`config.mk`:
```
export PLATFORM = sky130hd
export DESIGN_NAME = smart_attribute_record_builder
export DESIGN_NICKNAME = d
export VERILOG_FILES = /design/src/smart_rec_pkg.sv /design/src/pct_div_if.sv /design/src/smart_attribute_record_builder.sv /design/src/pct_divider.sv
export VERILOG_INCLUDE_DIRS = /design/src
export SDC_FILE = /design/constraint.sdc
export NUM_CORES = 2
export LEC_CHECK = 0
export BUFFER_PORTS_ARGS = -buffer_cell sky130_fd_sc_hd__buf_2
export CORE_AREA = 2 2 378 230
export DETAILED_ROUTE_END_ITERATION = 10
export DIE_AREA = 0 0 380 232
export PLACE_DENSITY = 0.82
export SYNTH_ARGS = -nofsm -noshare
export SYNTH_HDL_FRONTEND = slang
export SYNTH_HIERARCHICAL = 1
export SYNTH_SLANG_ARGS = --single-unit
```
`constraint.sdc`:
```
create_clock -name core_clk -period 16.7 [get_ports core_clk]
set_input_delay 1.67 -clock core_clk [delete_from_list [all_inputs] [get_ports core_clk]]
set_output_delay 1.67 -clock core_clk [all_outputs]
set_load 0.02 [all_outputs]
```
`src/smart_rec_params.svh`:
```
// Constants for the health attribute record builder.
// Assumes inclusion by bare name from each design file that needs a figure.
`ifndef SMART_REC_PARAMS_SVH
`define SMART_REC_PARAMS_SVH

`define SAR_ID_SPARE      8'hc4
`define SAR_ID_ERASE      8'he5
`define SAR_ID_TOTAL_ECC  8'hcb
`define SAR_ID_CORR_ECC   8'hcc
`define SAR_ID_READS      8'he8
`define SAR_ID_UDMA_CRC   8'hc7

`define SAR_FLAGS_PREFAIL  16'h0003
`define SAR_FLAGS_ADVISORY 16'h0002
`define SAR_FIXED_VALUE    8'h64
`define SAR_RESERVED_BYTE  8'h00
`define SAR_PCT_FULL       8'h64
`define SAR_PCT_SCALE      56'h0000_0000_0000_64

`define SAR_VERSION_OLD   16'h0004
`define SAR_VERSION_NEW   16'h0010

`define SAR_NUM_CHIPS     4
`define SAR_LAST_CHIP     2'h3
`define SAR_NUM_RECORDS   6
`define SAR_LAST_BYTE     4'hb
`define SAR_NUM_CNT       5

`define SAR_REC_SPARE     3'h0
`define SAR_REC_ERASE     3'h1
`define SAR_REC_TOTAL_ECC 3'h2
`define SAR_REC_CORR_ECC  3'h3
`define SAR_REC_READS     3'h4
`define SAR_REC_UDMA_CRC  3'h5

`define SAR_CNT_TOTAL_ECC 0
`define SAR_CNT_CORR_ECC  1
`define SAR_CNT_READS     2
`define SAR_CNT_UDMA_CRC  3
`define SAR_CNT_ERASE     4

`define SAR_DIV_FIRST_STEP 3'h7
`define SAR_DIV_LATENCY    9

`endif

```
`src/smart_rec_pkg.sv`:
```
// Types used by the record builder for its scan sequence and its layout choice.
// Assumes nothing beyond a SystemVerilog compiler.
package smart_rec_pkg;

    typedef enum logic [2:0] {
        SC_CHIP_GO   = 3'b000,
        SC_CHIP_WAIT = 3'b001,
        SC_LIFE_GO   = 3'b010,
        SC_LIFE_WAIT = 3'b011,
        SC_COMMIT    = 3'b100
    } scanState_t;

    typedef enum logic {
        LAYOUT_OLD = 1'b0,
        LAYOUT_NEW = 1'b1
    } layout_t;

endpackage : smart_rec_pkg

```
`src/pct_div_if.sv`:
```
// Request and answer wires between the record builder and the percentage divider.
// Assumes both ends share core_clk.
`timescale 1ns/10ps
interface pct_div_if;
    logic        start;
    logic [47:0] num;
    logic [47:0] den;
    logic        done;
    logic [7:0]  quot;

    modport requester (output start, output num, output den, input done, input quot);
    modport divider   (input start, input num, input den, output done, output quot);
endinterface : pct_div_if

```
`src/smart_attribute_record_builder.sv`:
```
// Builds the six 12-byte health attribute records of the health data sector.
// Assumes all inputs come from card-controller logic on core_clk.
`timescale 1ns/10ps
`include "smart_rec_params.svh"
module smart_attribute_record_builder (
    input  wire logic        core_clk,
    input  wire logic        rstn,
    input  wire logic        flashReadActive,
    input  wire logic        flashReadDone,
    input  wire logic        eccCorrected,
    input  wire logic        eccUncorrectable,
    input  wire logic        udmaCrcError,
    input  wire logic        blockErased,
    input  wire logic [63:0] spareInit,
    input  wire logic [63:0] spareCur,
    input  wire logic [47:0] eraseBudget,
    input  wire logic [7:0]  spareThreshold,
    input  wire logic [7:0]  eraseThreshold,
    input  wire logic [15:0] headerVersion,
    input  wire logic        sectorStart,
    input  wire logic        byteReq,
    input  wire logic [2:0]  recSel,
    input  wire logic [3:0]  byteSel,
    output logic      [7:0]  byteData,
    output logic             byteValid,
    output logic             layoutNew,
    output logic             thresholdExceeded
);

    function automatic logic [31:0] sat32(input logic [47:0] v);
        sat32 = (|v[47:32]) ? 32'hffff_ffff : v[31:0];
    endfunction : sat32

    function automatic logic [15:0] sat16(input logic [17:0] v);
        sat16 = (|v[17:16]) ? 16'hffff : v[15:0];
    endfunction : sat16

    // Event counters saturate instead of wrapping, so a report never falls back to zero.
    logic [1:0]  evInc [0:`SAR_NUM_CNT-1];
    logic [47:0] evCnt [0:`SAR_NUM_CNT-1];

    assign evInc[`SAR_CNT_TOTAL_ECC] = {1'b0, eccCorrected} + {1'b0, eccUncorrectable};
    assign evInc[`SAR_CNT_CORR_ECC]  = {1'b0, eccCorrected};
    assign evInc[`SAR_CNT_READS]     = {1'b0, flashReadDone};
    assign evInc[`SAR_CNT_UDMA_CRC]  = {1'b0, udmaCrcError && flashReadActive};
    assign evInc[`SAR_CNT_ERASE]     = {1'b0, blockErased};

    genvar g;
    generate
        for (g = 0; g < `SAR_NUM_CNT; g = g + 1) begin : gCnt
            logic [47:0] cnt_q;
            wire  [48:0] sum = {1'b0, cnt_q} + {47'h0, evInc[g]};
            wire  [47:0] cntNext = sum[48] ? 48'hffff_ffff_ffff : sum[47:0];
            always_ff @(posedge core_clk or negedge rstn) begin
                if (!rstn) begin
                    cnt_q <= 48'h0;
                end else begin
                    cnt_q <= cntNext;
                end
            end
            assign evCnt[g] = cnt_q;
        end
    endgenerate

    // Background scan over the chips, then the life estimate, then publish.
    pct_div_if div ();

    pct_divider uDivider (
        .core_clk (core_clk),
        .rstn     (rstn),
        .div      (div)
    );

    smart_rec_pkg::scanState_t state_q;
    smart_rec_pkg::scanState_t state_d;
    logic [1:0]  chipIdx_q;
    logic [7:0]  accPct_q;
    logic [15:0] accPctInit_q;
    logic [15:0] accPctCur_q;
    logic [15:0] accMinInit_q;
    logic [15:0] accMinCur_q;
    logic [17:0] accSumInit_q;
    logic [17:0] accSumCur_q;
    logic [7:0]  spareVal_q;
    logic [7:0]  spareWorst_q;
    logic [7:0]  lifeVal_q;
    logic [7:0]  lifeWorst_q;
    logic [15:0] pctInit_q;
    logic [15:0] pctCur_q;
    logic [15:0] minInit_q;
    logic [15:0] minCur_q;
    logic [15:0] sumInit_q;
    logic [15:0] sumCur_q;

    wire  [15:0] chipInit   = spareInit[{chipIdx_q, 4'h0} +: 16];
    wire  [15:0] chipCur    = spareCur[{chipIdx_q, 4'h0} +: 16];
    wire         firstChip  = (chipIdx_q == 2'h0);
    wire         lastChip   = (chipIdx_q == `SAR_LAST_CHIP);
    wire         chipDone   = (state_q == smart_rec_pkg::SC_CHIP_WAIT) && div.done;
    wire         lifeDone   = (state_q == smart_rec_pkg::SC_LIFE_WAIT) && div.done;
    wire         takePct    = chipDone && (firstChip || (div.quot < accPct_q));
    wire         takeMin    = chipDone && (firstChip || (chipCur < accMinCur_q));
    wire  [47:0] eraseUsed  = evCnt[`SAR_CNT_ERASE];
    wire  [47:0] lifeLeft   = (eraseBudget > eraseUsed) ? eraseBudget - eraseUsed : 48'h0;
    wire         inLife     = (state_q == smart_rec_pkg::SC_LIFE_GO);
    wire         commit     = (state_q == smart_rec_pkg::SC_COMMIT);

    assign div.start = (state_q == smart_rec_pkg::SC_CHIP_GO) || inLife;
    assign div.num   = inLife ? lifeLeft : {32'h0, chipCur};
    assign div.den   = inLife ? eraseBudget : {32'h0, chipInit};

    always_comb begin
        state_d = state_q;
        unique case (state_q)
            smart_rec_pkg::SC_CHIP_GO:   state_d = smart_rec_pkg::SC_CHIP_WAIT;
            smart_rec_pkg::SC_CHIP_WAIT: begin
                if (div.done) begin
                    state_d = lastChip ? smart_rec_pkg::SC_LIFE_GO : smart_rec_pkg::SC_CHIP_GO;
                end
            end
            smart_rec_pkg::SC_LIFE_GO:   state_d = smart_rec_pkg::SC_LIFE_WAIT;
            smart_rec_pkg::SC_LIFE_WAIT: begin
                if (div.done) begin
                    state_d = smart_rec_pkg::SC_COMMIT;
                end
            end
            smart_rec_pkg::SC_COMMIT:    state_d = smart_rec_pkg::SC_CHIP_GO;
            default:                     state_d = smart_rec_pkg::SC_CHIP_GO;
        endcase
    end

    always_ff @(posedge core_clk or negedge rstn) begin
        if (!rstn) begin
            state_q   <= smart_rec_pkg::SC_CHIP_GO;
            chipIdx_q <= 2'h0;
        end else begin
            state_q   <= state_d;
            chipIdx_q <= chipDone ? chipIdx_q + 2'h1 : chipIdx_q;
        end
    end

    always_ff @(posedge core_clk or negedge rstn) begin
        if (!rstn) begin
            accPct_q     <= 8'h00;
            accPctInit_q <= 16'h0;
            accPctCur_q  <= 16'h0;
        end else if (takePct) begin
            accPct_q     <= div.quot;
            accPctInit_q <= chipInit;
            accPctCur_q  <= chipCur;
        end
    end

    always_ff @(posedge core_clk or negedge rstn) begin
        if (!rstn) begin
            accMinInit_q <= 16'h0;
            accMinCur_q  <= 16'h0;
        end else if (takeMin) begin
            accMinInit_q <= chipInit;
            accMinCur_q  <= chipCur;
        end
    end

    always_ff @(posedge core_clk or negedge rstn) begin
        if (!rstn) begin
            accSumInit_q <= 18'h0;
            accSumCur_q  <= 18'h0;
        end else if (chipDone) begin
            accSumInit_q <= (firstChip ? 18'h0 : accSumInit_q) + {2'h0, chipInit};
            accSumCur_q  <= (firstChip ? 18'h0 : accSumCur_q) + {2'h0, chipCur};
        end
    end

    always_ff @(posedge core_clk or negedge rstn) begin
        if (!rstn) begin
            lifeVal_q   <= `SAR_PCT_FULL;
            lifeWorst_q <= `SAR_PCT_FULL;
        end else if (lifeDone) begin
            lifeVal_q   <= div.quot;
            lifeWorst_q <= (div.quot < lifeWorst_q) ? div.quot : lifeWorst_q;
        end
    end

    // Worst values only ever fall; they start at full health.
    always_ff @(posedge core_clk or negedge rstn) begin
        if (!rstn) begin
            spareVal_q   <= `SAR_PCT_FULL;
            spareWorst_q <= `SAR_PCT_FULL;
            pctInit_q    <= 16'h0;
            pctCur_q     <= 16'h0;
            minInit_q    <= 16'h0;
            minCur_q     <= 16'h0;
            sumInit_q    <= 16'h0;
            sumCur_q     <= 16'h0;
        end else if (commit) begin
            spareVal_q   <= accPct_q;
            spareWorst_q <= (accPct_q < spareWorst_q) ? accPct_q : spareWorst_q;
            pctInit_q    <= accPctInit_q;
            pctCur_q     <= accPctCur_q;
            minInit_q    <= accMinInit_q;
            minCur_q     <= accMinCur_q;
            sumInit_q    <= sat16(accSumInit_q);
            sumCur_q     <= sat16(accSumCur_q);
        end
    end

    // Record images, byte 0 in the low bits, so every field lands LSB first.
    logic [95:0] recOld [0:`SAR_NUM_RECORDS-1];
    logic [95:0] recNew [0:`SAR_NUM_RECORDS-1];

    assign recOld[`SAR_REC_SPARE] = {sumCur_q, sumInit_q, pctCur_q, pctInit_q, spareVal_q,
                                     `SAR_FLAGS_PREFAIL, `SAR_ID_SPARE};
    assign recOld[`SAR_REC_ERASE] = {16'h0, eraseUsed, lifeVal_q,
                                     `SAR_FLAGS_ADVISORY, `SAR_ID_ERASE};
    assign recOld[`SAR_REC_TOTAL_ECC] = {32'h0, sat32(evCnt[`SAR_CNT_TOTAL_ECC]),
                                         `SAR_FIXED_VALUE, `SAR_FLAGS_ADVISORY,
                                         `SAR_ID_TOTAL_ECC};
    assign recOld[`SAR_REC_CORR_ECC] = {32'h0, sat32(evCnt[`SAR_CNT_CORR_ECC]),
                                        `SAR_FIXED_VALUE, `SAR_FLAGS_ADVISORY,
                                        `SAR_ID_CORR_ECC};
    assign recOld[`SAR_REC_READS] = {32'h0, sat32(evCnt[`SAR_CNT_READS]),
                                     `SAR_FIXED_VALUE, `SAR_FLAGS_ADVISORY,
                                     `SAR_ID_READS};
    assign recOld[`SAR_REC_UDMA_CRC] = {32'h0, sat32(evCnt[`SAR_CNT_UDMA_CRC]),
                                        `SAR_FIXED_VALUE, `SAR_FLAGS_ADVISORY,
                                        `SAR_ID_UDMA_CRC};

    assign recNew[`SAR_REC_SPARE] = {`SAR_RESERVED_BYTE, sumCur_q, minCur_q, minInit_q,
                                     spareWorst_q, spareVal_q, `SAR_FLAGS_PREFAIL,
                                     `SAR_ID_SPARE};
    assign recNew[`SAR_REC_ERASE] = {`SAR_RESERVED_BYTE, eraseUsed, lifeWorst_q, lifeVal_q,
                                     `SAR_FLAGS_ADVISORY, `SAR_ID_ERASE};
    assign recNew[`SAR_REC_TOTAL_ECC] = {`SAR_RESERVED_BYTE, 16'h0,
                                         sat32(evCnt[`SAR_CNT_TOTAL_ECC]), `SAR_FIXED_VALUE,
                                         `SAR_FIXED_VALUE, `SAR_FLAGS_ADVISORY,
                                         `SAR_ID_TOTAL_ECC};
    assign recNew[`SAR_REC_CORR_ECC] = {`SAR_RESERVED_BYTE, 16'h0,
                                        sat32(evCnt[`SAR_CNT_CORR_ECC]), `SAR_FIXED_VALUE,
                                        `SAR_FIXED_VALUE, `SAR_FLAGS_ADVISORY,
                                        `SAR_ID_CORR_ECC};
    assign recNew[`SAR_REC_READS] = {`SAR_RESERVED_BYTE, evCnt[`SAR_CNT_READS],
                                     `SAR_FIXED_VALUE, `SAR_FIXED_VALUE,
                                     `SAR_FLAGS_ADVISORY, `SAR_ID_READS};
    assign recNew[`SAR_REC_UDMA_CRC] = {`SAR_RESERVED_BYTE, 16'h0,
                                        sat32(evCnt[`SAR_CNT_UDMA_CRC]), `SAR_FIXED_VALUE,
                                        `SAR_FIXED_VALUE, `SAR_FLAGS_ADVISORY,
                                        `SAR_ID_UDMA_CRC};

    // The layout is frozen at sector start so all six records agree with the header.
    smart_rec_pkg::layout_t layout_q;
    wire headerIsNew = (headerVersion == `SAR_VERSION_NEW);

    always_ff @(posedge core_clk or negedge rstn) begin
        if (!rstn) begin
            layout_q <= smart_rec_pkg::LAYOUT_OLD;
        end else if (sectorStart) begin
            layout_q <= headerIsNew ? smart_rec_pkg::LAYOUT_NEW : smart_rec_pkg::LAYOUT_OLD;
        end
    end

    wire         selInRange = (recSel < 3'(`SAR_NUM_RECORDS)) && (byteSel <= `SAR_LAST_BYTE);
    wire  [2:0]  recIdx     = selInRange ? recSel : 3'h0;
    wire  [95:0] recPicked  = (layout_q == smart_rec_pkg::LAYOUT_NEW) ? recNew[recIdx]
                                                                       : recOld[recIdx];
    wire  [7:0]  bytePicked = selInRange ? recPicked[{byteSel, 3'h0} +: 8] : 8'h00;

    // Only the spare and erase values take part in the health verdict.
    wire statusBad = (spareVal_q < spareThreshold) || (lifeVal_q < eraseThreshold);

    always_ff @(posedge core_clk or negedge rstn) begin
        if (!rstn) begin
            byteData          <= 8'h00;
            byteValid         <= 1'b0;
            layoutNew         <= 1'b0;
            thresholdExceeded <= 1'b0;
        end else begin
            byteData          <= byteReq ? bytePicked : byteData;
            byteValid         <= byteReq;
            layoutNew         <= (layout_q == smart_rec_pkg::LAYOUT_NEW);
            thresholdExceeded <= statusBad;
        end
    end
endmodule : smart_attribute_record_builder

```
`src/pct_divider.sv`:
```
// Sequential divider that returns 100 * num / den, clamped to 100.
// Assumes a start is only given while the divider is idle.
`timescale 1ns/10ps
`include "smart_rec_params.svh"
module pct_divider (
    input wire logic   core_clk,
    input wire logic   rstn,
    pct_div_if.divider div
);
    logic [55:0] rem_q;
    logic [47:0] den_q;
    logic [2:0]  step_q;
    logic [7:0]  quot_q;
    logic        busy_q;
    logic        done_q;

    wire  [55:0] trialDen  = {8'h00, den_q} << step_q;
    wire         fits      = rem_q >= trialDen;
    wire  [55:0] scaledNum = {8'h00, div.num} * `SAR_PCT_SCALE;
    wire         accept    = div.start && !busy_q;

    // A zero or undersized denominator would overflow the quotient, so it is capped.
    assign div.quot = (quot_q > `SAR_PCT_FULL) ? `SAR_PCT_FULL : quot_q;
    assign div.done = done_q;

    always_ff @(posedge core_clk or negedge rstn) begin
        if (!rstn) begin
            rem_q  <= 56'h0;
            den_q  <= 48'h0;
            step_q <= 3'h0;
            quot_q <= 8'h00;
            busy_q <= 1'b0;
            done_q <= 1'b0;
        end else if (accept) begin
            rem_q  <= scaledNum;
            den_q  <= div.den;
            step_q <= `SAR_DIV_FIRST_STEP;
            quot_q <= 8'h00;
            busy_q <= 1'b1;
            done_q <= 1'b0;
        end else if (busy_q) begin
            rem_q          <= fits ? rem_q - trialDen : rem_q;
            quot_q[step_q] <= fits;
            step_q         <= step_q - 3'h1;
            busy_q         <= (step_q != 3'h0);
            done_q         <= (step_q == 3'h0);
        end else begin
            done_q <= 1'b0;
        end
    end
endmodule : pct_divider

```
==> impl_metrics.py <==
metrics = {
    "placement": {
        "place_congestion": 1.032,
        "place_inst": 6662,
        "port_buffers": 235,
        "hpwl_um": 129600,
        "dpl-instance-area_um2": 49060,
    },
    "floorplanning": {
        "initial_core_util_pct": 55.50,
        "chipWidth_um": 380,
        "num_rows": 83,
        "die_h_um": 232,
        "core_area_um2": 84740,
        "ioPinCount": 236,
        "dieArea_um2": 88160,
    },
    "yosys": {
        "synthArstFlopShare_pct": 100.0,
        "synth_cell_types": 103,
        "synthAdderAreaFrac_pct": 11.35,
        "synthSimpleGateAreaFrac_pct": 19.17,
        "synthXorXnorAreaFrac_pct": 6.351,
        "avgSynthCellArea_um2": 8.558,
        "ys_ff_latch": 610,
        "synth_top_area_share_pct": 31.82,
        "synthFlopType": "dfrtp_1",
        "synth.yosys.seq_area_share_pct": 32.49,
        "synth_fp_nets": 6118,
        "synth_compound_area_share_pct": 16.97,
        "synth_warnings": 6,
        "synth_top_family_by_area": "simple AND/OR/NAND/NOR gates",
        "synth_top_area_cell": "dfrtp_1",
        "syn_area_um2": 47030,
        "synth-edff-count": 0,
        "synthMuxAreaShare_pct": 8.583,
        "ys_top_cells_by_area": "dfrtp_1 32%, ha_1 9.3%, nand2_1 7.1%, a21oi_1 4.5%, mux2_2 3.9%",
        "syn_inst": 5495,
    },
    "setup_path": {
        "max_stage_delay_ns": 0.75,
        "crit_top_cell": "ha_1",
        "start_kind": "primary input",
        "critPathSlowestCell": "a211oi_1",
        "path_class": "primary input to flip-flop",
        "rr_startpoint": "eraseUsed[0]",
        "end_kind": "flip-flop",
        "cp.arrival_ns": 9.87,
        "cp_max_fo": 53,
        "required_ns": 17.22,
        "critPathLaunch": "eraseBudget[0]",
    },
    "global_route": {
        "antenna_found_initial": 15,
        "grt_usage_pct": 36.82,
        "grt-ovfl-total": 0,
        "grt_pass1_vias": 39610,
        "grt_max_degree": 182,
        "grt_pass1_wl_um": 247900,
    },
    "layout": {
        "drive_gt1_share_pct": 12.44,
        "fill_cells": 7426,
        "fin_area_um2": 51150,
        "fin_cells": 6777,
        "fin_nets": 6199,
        "area_growth_pct": 8.761,
        "multi_input_area_um2": 29430,
        "regArea_um2": 15280,
    },
    "job": {
        "maxCapViolations": 0,
    },
    "clocking": {
        "cts_tree": "built",
        "cts_hold_buf": 0,
        "clk_transition_reported_paths_ns": 0.07,
        "postCtsResizedCells": 0,
        "cts_buffers": 59,
        "cts_setup_buffers": 0,
        "clock_path_buffers": 3,
        "clk_latency_ns": 0.68,
        "numClockSinks": 610,
        "cts_root_buf": "clkbuf_16",
        "cts_max_level": 2,
    },
    "status": {
        "status": "finished, final reports clean",
    },
    "sta": {
        "max_freq_ghz": 0.1070,
        "period_needed_ns": 9.347,
        "worst_clock_skew_ns": 0.02433,
        "slew_headroom_pct": 14.17,
        "rsz0062_at_grt": "no",
        "setup_tns_ns": 0,
        "fin_crit_sh_pct": 55.97,
        "hold_viol": 0,
        "finalSetupViolations": 0,
        "tightest_slew_ns": 1.284,
        "report.final.slew_viol_count": 0,
    },
    "worst_hold_path": {
        "hp-start": "lifeVal_q[2]",
        "hp-class": "flip-flop to flip-flop",
    },
    "drt": {
        "vias": 43090,
        "drt_iter0_drc": 6538,
        "drc_errors": 0,
        "detail_route.vias_per_cell": 6.358,
        "dr.pass1.iters": 6,
        "wire_per_inst_um": 24.49,
        "detail-route-antenna-nets": 0,
        "wirelength_um": 165900,
    },
    "power": {
        "leakage_nw": 24.62,
        "power_density_nw_per_um2": 102.3,
        "ir_worst_vdd_v": 0.00009067,
    },
}
==> per-stage QoR <==
| step | total power [mW] | utilization (%) | setup slack, ns | hold slack (ns) |
|---|---|---|---|---|
| finish | 5.233 | 60.36 | 7.353 | 0.4753 |
| global placement | 3.624 | 57.89 | 7.068 | 0.4566 |
| detailed placement | 3.673 | 57.89 | 6.956 | 0.4535 |
| CTS | 5.149 | 60.34 | 7.653 | 0.4666 |
| floorplan | 3.132 | - | 8.415 | 0.4116 |
| global route | 5.464 | 60.34 | 7.013 | 0.4766 |
==> worst max-delay path: cells and delay by family <==
family                   cells  cell delay [ns]
adder cells (fa/ha/maj)      6             2.10
AO/OA/AOI/OAI               14             4.43
buffers and inverters        4             0.73
AND/OR/NAND/NOR              4             0.61
XOR/XNOR                     1             0.27
==> flip-flops by register name (all words and copies together), names as in the netlist, 8 cells and up <==
name and cells:
sumCur_q 16, uDivider/rem_q 56, minCur_q 16, sumInit_q 16, accPctCur_q 16, lifeVal_q 8
accPctInit_q 16, uDivider/den_q 48, spareWorst_q 8, accSumCur_q 18, accMinInit_q 16, lifeWorst_q 8
eraseUsed 48, accMinCur_q 16, pctInit_q 16, accPct_q 8, gCnt.cnt_q 192, minInit_q 16
accSumInit_q 18, spareVal_q 8, byteData 8, uDivider/quot_q 8, pctCur_q 16
==> cells by family after synthesis <==
logic type / Yosys count
AND/OR/NAND/NOR: 1959
AO/OA/AOI/OAI: 1270
buffers and inverters: 618
flip-flops: 610
adder cells (fa/ha/maj): 398
XOR/XNOR: 341
multiplexers: 298
other: 1
==> cells in the mapped netlist (159+ instances only) <==
library cell,count
nand2_1,893
dfrtp_1,598
clkbuf_1,220
mux2_2,161
nor2_1,345
ha_1,350
inv_1,349
xor2_1,182
xnor2_1,159
o21ai_0,271
nand3_1,160
a21oi_1,426
==> per-layer routing <==
layer | global-route usage (%) | vias to the layer above | wire length [µm]
li1 | - | 19460 | -
met1 | 56.28 | 20710 | 74320
met2 | 45.34 | 2632 | 59610
met3 | 17.31 | 279 | 27540
met4 | 8.284 | 8 | 4146
met5 | 1.906 | - | 325
==> layout make-up <==
type	count	share of cell area, %
inverter	351	2.578
clock inverter	26	0.6947
multi-input combinational	4267	57.55
timing repair buffer	287	3.107
tap	1147	2.806
sequential	610	29.88
antenna	5	0.02446
clock buffer	84	3.364
==> power breakdown <==
group,internal [mW],switching [mW]
registers,1.71,0.214
logic,0.723,1.11
clock network,0.826,0.651
==> cells in the final DEF (no fill, tap or decap), types with 32 or more instances in the layout <==
cell type / n
nand2_1: 891
dfrtp_1: 595
a21oi_1: 426
ha_1: 350
inv_1: 348
nor2_1: 344
o21ai_0: 271
buf_2: 234
xor2_1: 182
mux2_2: 161
nand3_1: 160
xnor2_1: 159
a21o_1: 115
nand4_1: 79
nor2b_1: 78
nor3_1: 77
and3_1: 72
mux4_2: 68
mux2i_1: 68
a31oi_1: 61
clkbuf_16: 59
and2_1: 58
a211oi_1: 56
buf_4: 51
nand2b_1: 48
fa_1: 48
nor4_1: 47
o21a_1: 34
o22ai_1: 32
==> path summary, 6_finish.rpt <==
path / endpoint / slack [ns] / cells past startpoint
setup / recovery: uDivider/rem_q[54] / 7.35 / 29
hold / removal: lifeVal_q[2] / 0.48 / 2
setup reg to reg: uDivider/rem_q[54] / 8.10 / 27
hold reg to reg: lifeVal_q[2] / 0.48 / 2
max in group asynchronous: gCnt[2].cnt_q[41] / 12.51 / 4
min in group asynchronous: uDivider/rem_q[1] / 1.00 / 1
Note: power is estimated with default switching activity, not from simulation.
